### config.mk
export PLATFORM = sky130hd
export DESIGN_NAME = ebp_programmer
export DESIGN_NICKNAME = d
export VERILOG_FILES = /design/src/hw/ebp_pkg.sv /design/src/hw/ebp_fifo.sv /design/src/hw/ebp_programmer.sv
export SDC_FILE = /design/constraint.sdc
export NUM_CORES = 1
export LEC_CHECK = 0
export BUFFER_PORTS_ARGS = -buffer_cell sky130_fd_sc_hd__buf_2
export CAP_MARGIN = 20
export CORE_UTILIZATION = 45
export DETAILED_ROUTE_END_ITERATION = 6
export GPL_TIMING_DRIVEN = 0
export PLACE_DENSITY_LB_ADDON = 0.12
export SLEW_MARGIN = 10
export SYNTH_ARGS = -nofsm -noshare
export SYNTH_HDL_FRONTEND = slang
export SYNTH_SLANG_ARGS = --single-unit
### constraint.sdc
create_clock -name clk_sys -period 4.8 [get_ports clk_sys]
set_clock_uncertainty 0.15 [all_clocks]
set_input_delay 0.96 -clock clk_sys [delete_from_list [all_inputs] [get_ports clk_sys]]
set_output_delay 0.96 -clock clk_sys [all_outputs]
set_load 0.1 [all_outputs]
### src/hw/ebp_pkg.sv
// Package for the bootstrap programmer: constants, states and carrier structs
package ebp_pkg;
   localparam int ADDR_W = 12;
   localparam int DATA_W = 8;
   localparam logic [ADDR_W-1:0] FIRST_ADDR = 12'h080;
   localparam logic [ADDR_W-1:0] IMAGE_BYTES = 12'h83a;
   localparam logic [ADDR_W-1:0] SELF_LAST_ADDR = 12'h8b9;
   localparam logic [ADDR_W-1:0] CTR_LAST_ADDR = 12'h7ff;
   localparam int FIFO_DEPTH = 16;
   localparam int CLK_MHZ = 200;
   // About 95 ms a byte, so 2106 bytes take roughly 200 s
   localparam int STEP_US = 95000;
   localparam int STEP_CYCLES = STEP_US * CLK_MHZ;
   localparam int LAMP_GAP_MS = 2000;
   localparam int LAMP_GAP_CYCLES = LAMP_GAP_MS * 1000 * CLK_MHZ;
   localparam int SRC_SETTLE_NS = 20;
   localparam int SRC_SETTLE_CYCLES = (SRC_SETTLE_NS * CLK_MHZ + 999) / 1000;
   localparam int SEL_BIT = 11;

   typedef enum logic [3:0] {
      ST_IDLE, ST_CLR_HI, ST_CLR_LO, ST_FETCH, ST_WAIT, ST_STEP, ST_NEXT, ST_DONE_PROG, ST_GAP, ST_PASS, ST_FAIL
   } ebp_state_e;

   typedef struct packed {
      logic [ADDR_W-1:0] addr;
      logic [DATA_W-1:0] data;
   } ebp_byte_s;

   typedef struct packed {
      logic programmed_n;
      logic in_progress_n;
      logic verified_n;
   } ebp_lamps_s;
endpackage : ebp_pkg

### src/hw/ebp_fifo.sv
// Byte FIFO between the source reader and the program-memory writer
`timescale 1ns/1ps
module ebp_fifo
   import ebp_pkg::*;
#(
   parameter int WIDTH = ADDR_W + DATA_W,
   parameter int DEPTH = FIFO_DEPTH
) (
   input wire logic clk_sys,
   input wire logic sys_rst,
   input wire logic flush,
   input wire logic in_valid,
   output logic in_ready,
   input wire logic [WIDTH-1:0] in_data,
   output logic out_valid,
   input wire logic out_ready,
   output logic [WIDTH-1:0] out_data
);
   localparam int PW = $clog2(DEPTH);
   logic [WIDTH-1:0] mem [DEPTH];
   logic [PW:0] wr_ptr;
   logic [PW:0] rd_ptr;
   logic do_wr;
   logic do_rd;

   assign in_ready = (wr_ptr - rd_ptr) != (PW+1)'(DEPTH);
   assign out_valid = wr_ptr != rd_ptr;
   assign do_wr = in_valid && in_ready;
   assign do_rd = out_valid && out_ready;
   assign out_data = mem[rd_ptr[PW-1:0]];

   always_ff @(posedge clk_sys) begin
      if (do_wr) begin
         mem[wr_ptr[PW-1:0]] <= in_data;
      end
   end

   always_ff @(posedge clk_sys or posedge sys_rst) begin
      if (sys_rst) begin
         wr_ptr <= '0;
         rd_ptr <= '0;
      end else if (flush) begin
         wr_ptr <= '0;
         rd_ptr <= '0;
      end else begin
         if (do_wr) begin
            wr_ptr <= wr_ptr + 1'b1;
         end
         if (do_rd) begin
            rd_ptr <= rd_ptr + 1'b1;
         end
      end
   end
endmodule : ebp_fifo

### src/hw/ebp_programmer.sv
// Bootstrap sequencer: copies source memory into program memory, then verifies
`timescale 1ns/1ps
// Operation
// - Counter variant: pulse counter clear high then low before any step pulse.
// - Counter variant: pulse counter step after each byte is written.
// - Repeat read, program, advance until all program memory is written.
// - Source address equals program address; lowest 128 source bytes unused.
// - Self-addressing: drive programming-voltage control low after reset.
// - Write program memory one byte per step from matching source location.
// - Self-addressing: drive source address and two chip selects itself.
// - After transfer, restart address at zero and compare each byte.
// - Self-addressing: full transfer takes about 200 seconds.
// - Self-addressing: in-progress lamp on throughout programming.
// - Self-addressing: on pass, in-progress lamp off, verified lamp on.
// - Counter variant: programmed lamp first, verified lamp after passing.
// - Self-addressing: image spans 2106 bytes within 4K source space.
// - Counter variant: both lamps active low, verified about two seconds later.
// - Self-addressing: both lamps active low.
module ebp_programmer
   import ebp_pkg::*;
#(
   parameter bit SELF_ADDR = 1'b0,
   parameter int STEP_CNT = STEP_CYCLES,
   parameter int GAP_CNT = LAMP_GAP_CYCLES
) (
   input wire logic clk_sys,
   input wire logic sys_rst,
   input wire logic [DATA_W-1:0] src_data,
   output logic [ADDR_W-1:0] src_addr,
   output logic [1:0] source_mem_selects,
   output logic counter_clear_out,
   output logic counter_step_out,
   output logic prog_voltage_ctl,
   output logic pm_wr,
   output logic [ADDR_W-1:0] pm_addr,
   output logic [DATA_W-1:0] pm_wdata,
   input wire logic [DATA_W-1:0] pm_rdata,
   output logic programmed_ind_out,
   output logic verified_ind_out_a,
   output logic in_progress_ind_out,
   output logic verified_ind_out_b,
   output logic busy
);
   localparam logic [ADDR_W-1:0] LAST = SELF_ADDR ? SELF_LAST_ADDR : CTR_LAST_ADDR;
   localparam int SETTLE = SRC_SETTLE_CYCLES < 1 ? 1 : SRC_SETTLE_CYCLES;

   ebp_state_e state;
   logic verify;
   logic mismatch;
   logic [ADDR_W-1:0] addr;
   logic [31:0] timer;
   logic fifo_in_ready;
   logic fifo_out_valid;
   logic fifo_out_ready;
   ebp_byte_s fifo_in;
   ebp_byte_s fifo_out;
   ebp_lamps_s lamps;
   logic fetch_push;

   // Bytes below the first address exist in the source but are never taken
   assign fetch_push = (state == ST_FETCH) && timer == 32'(SETTLE) && fifo_in_ready && addr >= FIRST_ADDR;
   assign fifo_in.addr = addr;
   assign fifo_in.data = src_data;
   // Writer drains one byte per step period and the sequencer waits for it, so the FIFO never holds more than one byte
   assign fifo_out_ready = timer == 32'(STEP_CNT) || verify;

   ebp_fifo #(.WIDTH(ADDR_W + DATA_W), .DEPTH(FIFO_DEPTH)) u_fifo (
      .clk_sys(clk_sys),
      .sys_rst(sys_rst),
      .flush(state == ST_DONE_PROG),
      .in_valid(fetch_push),
      .in_ready(fifo_in_ready),
      .in_data(fifo_in),
      .out_valid(fifo_out_valid),
      .out_ready(fifo_out_ready),
      .out_data(fifo_out)
   );

   always_ff @(posedge clk_sys or posedge sys_rst) begin
      if (sys_rst) begin
         state <= ST_IDLE;
         addr <= '0;
         timer <= '0;
         verify <= 1'b0;
      end else begin
         timer <= timer + 32'd1;
         case (state)
            ST_IDLE: begin
               timer <= '0;
               state <= SELF_ADDR ? ST_FETCH : ST_CLR_HI;
            end
            ST_CLR_HI: state <= ST_CLR_LO;
            ST_CLR_LO: begin
               timer <= '0;
               state <= ST_FETCH;
            end
            ST_FETCH: begin
               // Source settles before sampling; low bytes are skipped, not sampled
               if (addr < FIRST_ADDR) begin
                  state <= SELF_ADDR ? ST_NEXT : ST_STEP;
               end else if (timer >= 32'(SETTLE) && fifo_in_ready) begin
                  timer <= '0;
                  state <= ST_WAIT;
               end
            end
            ST_WAIT: begin
               // Next source address waits for the byte to be programmed or checked
               if (verify || timer >= 32'(STEP_CNT)) begin
                  state <= SELF_ADDR ? ST_NEXT : ST_STEP;
               end
            end
            ST_STEP: state <= ST_NEXT;
            ST_NEXT: begin
               timer <= '0;
               if (addr == LAST) begin
                  addr <= '0;
                  state <= verify ? ST_GAP : ST_DONE_PROG;
               end else begin
                  addr <= addr + 1'b1;
                  state <= ST_FETCH;
               end
            end
            ST_DONE_PROG: begin
               verify <= 1'b1;
               timer <= '0;
               state <= SELF_ADDR ? ST_FETCH : ST_CLR_HI;
            end
            ST_GAP: begin
               if (mismatch) begin
                  state <= ST_FAIL;
               end else if (SELF_ADDR || timer >= 32'(GAP_CNT)) begin
                  state <= ST_PASS;
               end
            end
            ST_PASS: state <= ST_PASS;
            ST_FAIL: state <= ST_FAIL;
            default: state <= ST_IDLE;
         endcase
      end
   end

   // Writer stage: one byte each step period while not verifying, in both variants
   always_ff @(posedge clk_sys or posedge sys_rst) begin
      if (sys_rst) begin
         pm_wr <= 1'b0;
         pm_addr <= '0;
         pm_wdata <= '0;
      end else begin
         pm_wr <= fifo_out_valid && fifo_out_ready && !verify;
         if (fifo_out_valid && fifo_out_ready) begin
            pm_addr <= fifo_out.addr;
            pm_wdata <= fifo_out.data;
         end
      end
   end

   // Compare is sampled while the source byte is stable at the same address
   always_ff @(posedge clk_sys or posedge sys_rst) begin
      if (sys_rst) begin
         mismatch <= 1'b0;
      end else if (verify && state == ST_WAIT && pm_rdata != src_data) begin
         mismatch <= 1'b1;
      end
   end

   always_ff @(posedge clk_sys or posedge sys_rst) begin
      if (sys_rst) begin
         src_addr <= '0;
         source_mem_selects <= 2'b11;
         counter_clear_out <= 1'b0;
         counter_step_out <= 1'b0;
         prog_voltage_ctl <= 1'b1;
      end else begin
         src_addr <= SELF_ADDR ? addr : '0;
         // Two 2K parts: bit 11 picks one, selects active low
         source_mem_selects <= SELF_ADDR ? (addr[SEL_BIT] ? 2'b01 : 2'b10) : 2'b11;
         counter_clear_out <= !SELF_ADDR && state == ST_CLR_HI;
         counter_step_out <= !SELF_ADDR && state == ST_STEP;
         prog_voltage_ctl <= !(SELF_ADDR && state != ST_IDLE && !verify);
      end
   end

   always_ff @(posedge clk_sys or posedge sys_rst) begin
      if (sys_rst) begin
         lamps <= '{programmed_n: 1'b1, in_progress_n: 1'b1, verified_n: 1'b1};
      end else begin
         lamps.programmed_n <= !(!SELF_ADDR && verify);
         lamps.in_progress_n <= !(SELF_ADDR && state != ST_IDLE && state != ST_PASS);
         lamps.verified_n <= state != ST_PASS;
      end
   end

   assign programmed_ind_out = lamps.programmed_n;
   assign verified_ind_out_a = SELF_ADDR ? 1'b1 : lamps.verified_n;
   assign in_progress_ind_out = lamps.in_progress_n;
   assign verified_ind_out_b = SELF_ADDR ? lamps.verified_n : 1'b1;
   assign busy = state != ST_PASS && state != ST_FAIL;
endmodule : ebp_programmer

==> impl_metrics.csv <==
group,metric,value,unit
clock_network,htree_levels,2,
timing,fin_crit,4486,ps
final_layout,drive_gt1_share,27.87,%
floorplanning,ios,61,
critical_path,r2r_start,"u_fifo.rd_ptr[3]",
place,dpl_worst_slack,-113.4,ps
floorplanning,die_x,194.6,um
critical_path,slowest_delay,650,ps
timing,finalSetupViolations,0,
route,wl_met3,2.264,mm
timing,finalCritPeriodShare,93.46,%
logic_synthesis,netlist_instances,935,
global_routing,track_usage,20.47,%
route,ant_nets,0,
logic_synthesis,synth_top_area_share,57.54,%
logic_synthesis,syn_avg_cell_area,17.86,sq um
logic_synthesis,ys.flop_type,"edfxtp_1",
critical_path,cp_max_fo,20,
global_routing,grt_pass1_vias,8931,
timing,whs,348.4,ps
route,first_pass_iters,5,
clock_network,path_clk_slew,60,ps
worst_hold_path,min_path_type,"flop to flop",
route,drt_iter0_drc,701,
route,via_count,8798,
final_layout,syn2layout_area_growth,16.05,%
pwr,pwr-share-clk,47.3,%
logic_synthesis,yosysWarnings,0,
global_routing,overflow,0,
critical_path,r2r_slack,310,ps
logic_synthesis,synthesis.area,16700,sq um
critical_path,slowest_stage,"clkbuf_1",
place,hpwl,23.71,mm
floorplanning,initial_core_util,45.72,%
timing,worst_slew_pin_slew,1026,ps
route,route.met2.wl,18.48,mm
pwr,power_leakage,6.612,nW
clock_network,clock-sinks,405,
pwr,switching_share,19.84,%
critical_path,r2r_end,"u_fifo.mem[12][14]",
critical_path,startpoint_type,"flop",
logic_synthesis,synth_area_leaders,"edfxtp_1 (58%), mux4_2 (13%), dfrtp_1 (12%)",
global_routing,grt_pass1_wl,56.68,mm
floorplanning,die_h,194.6,um
pwr,fin_total_pwr,7.369,mW
route,drc_errors,0,
clock_network,clock_latency,540,ps
timing,fmax,222.9,MHz
timing,maxSlewViolCount,0,
place,place.gp.congestion,0.7897,
final_layout,fin_util,53.06,%
route,wirelength_met1,16.19,mm
critical_path,worst_setup_path_end_kind,"flop",
pwr,cellPowerDensity,380.2,nW/um^2
worst_hold_path,min_from,"pm_wdata[2]",
timing,final.setup.worst_slack,313.9,ps
worst_hold_path,whs_endpoint,"pm_wdata[2]",
logic_synthesis,ys_seq_area_share,70.29,%
logic_synthesis,synth-async-reset-ratio,20.99,%
critical_path,reg2reg_depth,10,
worst_hold_path,hold_depth,1,
route,vias_per_cell,5.618,
floorplanning,core.rowCount,70,
critical_path,crit_arrival,4520,ps
final_layout,layout.nets,1093,
critical_path,path_cells,"clkbuf_1, inv_1, ha_1, a2111o_1, a21o_1, nor4_1, clkbuf_1, nor2_1, clkbuf_1, and4_2",
final_layout,n_antenna_cell,0,
pwr,vdd_drop_max,0.2359,mV
pwr,switching_power,1.462,mW
critical_path,crit_required,4830,ps
clock_network,cts_tree,"built",
final_layout,num-fill-cells,2881,
critical_path,crit_type,"flop to flop",
route,wirelength,37.55,mm
clock_network,clockRootBuffer,"clkbuf_16",
critical_path,cp_top_family,"buffers and inverters",
floorplanning,core-area,36520,sq um
critical_path,critPathMostFrequentCell,"clkbuf_1",
outcome,status,"finished clean",
clock_network,cts_setup_buffers,0,
pwr,p_int,5.907,mW
pwr,power_frac_seq,51.0,%
logic_synthesis,synth_top_area_cell,"edfxtp_1",
pwr,pwr-share-comb,1.6,%
global_routing,grt_max_degree,44,
timing,slew_headroom,31.57,%
route,highest_layer,"met4",
job,maxCapViolations,0,
logic_synthesis,ys_seq_elements,405,
route,routedWlPerCell,23.98,um
logic_synthesis,synth_edf_count,320,
global_routing,antenna_found_initial,0,
logic_synthesis,synth_cell_types,53,
floorplanning,dieArea,37880,sq um
critical_path,critical_path_buf_inv_count,4,
timing,rsz0062_at_grt,"false",
place,io_buffer_count,43,
clock_network,cts_buffers,44,
clock_network,clk_path_buf_depth,3,
timing,hold_violations,0,
[per-stage QoR]
stage / std cells / instance area (sq um) / setup TNS, ps
2_1_floorplan: 950 / 16760 / 0
3_3_place_gp: 1461 / 17560 / -297000
3_5_place_dp: 1480 / 17810 / -17230
4_1_cts: 1562 / 19320 / 0
5_1_grt: 1566 / 19380 / 0
6_report: 1566 / 19380 / 0
[registers in the layout (all words and copies together) (netlist names)]
signal / flops
verified_ind_out_a: 1
addr: 12
verify: 1
programmed_ind_out: 1
mismatch: 1
pm_wdata: 8
u_fifo.mem: 320
counter_clear_out: 1
state: 4
u_fifo.rd_ptr: 5
u_fifo.wr_ptr: 5
timer: 32
pm_addr: 12
pm_wr: 1
counter_step_out: 1
[power by group through the flow]
stage	registers, mW	logic, mW	clock network (mW)
final	3.76	0.119	3.49
after floorplan	3.83	0.0834	0
after CTS	3.76	0.122	3.56
after global placement	3.83	0.118	0
after global routing	3.76	0.128	3.68
after detailed placement	3.83	0.122	0
[placed cells by master (no fill, tap or decap), types with 4 or more instances in the layout]
cell / count
a21o_1: 4
a21oi_1: 17
and3_1: 7
and4b_2: 4
buf_1: 13
buf_2: 45
buf_4: 26
buf_6: 8
buf_8: 6
bufinv_16: 6
clkbuf_1: 30
clkbuf_16: 46
clkinv_2: 13
conb_1: 17
dfrtp_1: 83
edfxtp_1: 320
ha_1: 13
inv_1: 15
mux2_2: 21
mux4_2: 100
nand2_1: 32
nand2b_1: 4
nand3_1: 26
nand4_1: 15
nor2_1: 60
nor2b_1: 10
nor3_1: 15
nor4_1: 10
o21ai_0: 12
o31ai_1: 6
or3_1: 4
or4_1: 6
xnor2_1: 16
xor2_1: 31
[worst max-delay path by stage]
stage	from	to	depth (start not counted)
finish	u_fifo.rd_ptr[3]	u_fifo.mem[12][14]	10
global route	u_fifo.rd_ptr[3]	u_fifo.mem[12][14]	10
CTS	u_fifo.rd_ptr[2]	u_fifo.mem[1][14]	10
detailed placement	u_fifo.rd_ptr[1]	u_fifo.mem[1][2]	12
global placement	u_fifo.rd_ptr[1]	u_fifo.mem[5][1]	10
floorplan	u_fifo.rd_ptr[1]	u_fifo.mem[4][0]	10
[layer usage]
layer / vias to the layer above / GRT usage (%)
met5: - / 0
met4: 0 / 5.291
met3: 47 / 3.453
met2: 251 / 33.20
met1: 4567 / 28.85
li1: 3933 / -
[Yosys cell counts, drive strengths merged, types with 3 or more instances]
master,instances
nor3,17
nand3,26
dfrtp,83
a21o,4
mux4,100
edfxtp,320
mux2,21
nor4b,3
ha,13
nor4,11
and3,7
a21oi,17
nor2,60
o21ai,12
nand2b,4
and4b,4
inv,16
xor2,31
nor2b,10
or3,4
o31ai,6
nand2,33
and4bb,3
clkbuf,24
nand4,15
nor3b,3
buf,33
and4,5
xnor2,16
and2,3
or4,9
[cell families after synthesis]
kind of cell	Yosys count	share of synthesized area, %
multiplexers	122	14.96
adder cells (fa/ha/maj)	13	0.9740
flip-flops	405	70.29
XOR/XNOR	47	2.465
AO/OA/AOI/OAI	54	2.060
buffers and inverters	73	2.083
AND/OR/NAND/NOR	219	7.118
other	2	0.04497
[timing repair]
action                                  4_1_cts  5_1_grt
endpoints found under the setup margin      180      189
hold buffers                                  0        0
endpoints found under the hold margin         0        0
resized for setup                             1        2
[final cells by class]
cell class	count	area [sq um]	area share (%)
Timing Repair Buffer	66	479.2	2.473
Inverter	16	62.56	0.3228
Clock inverter	25	289.0	1.491
Tap cell	468	585.6	3.022
Sequential cell	405	11740	60.57
Buffer	57	290.3	1.498
Clock buffer	57	1222	6.308
Multi-Input combinational cell	472	4712	24.31
[worst register-to-register path, delay by kind of cell (launching register included)]
family	cells	cell delay, ps
compound gates	2	600
fa+ha+maj	1	370
buf+inv	4	1410
flops	1	450
simple gates	3	1150
Note: power is estimated with default switching activity, not from simulation.
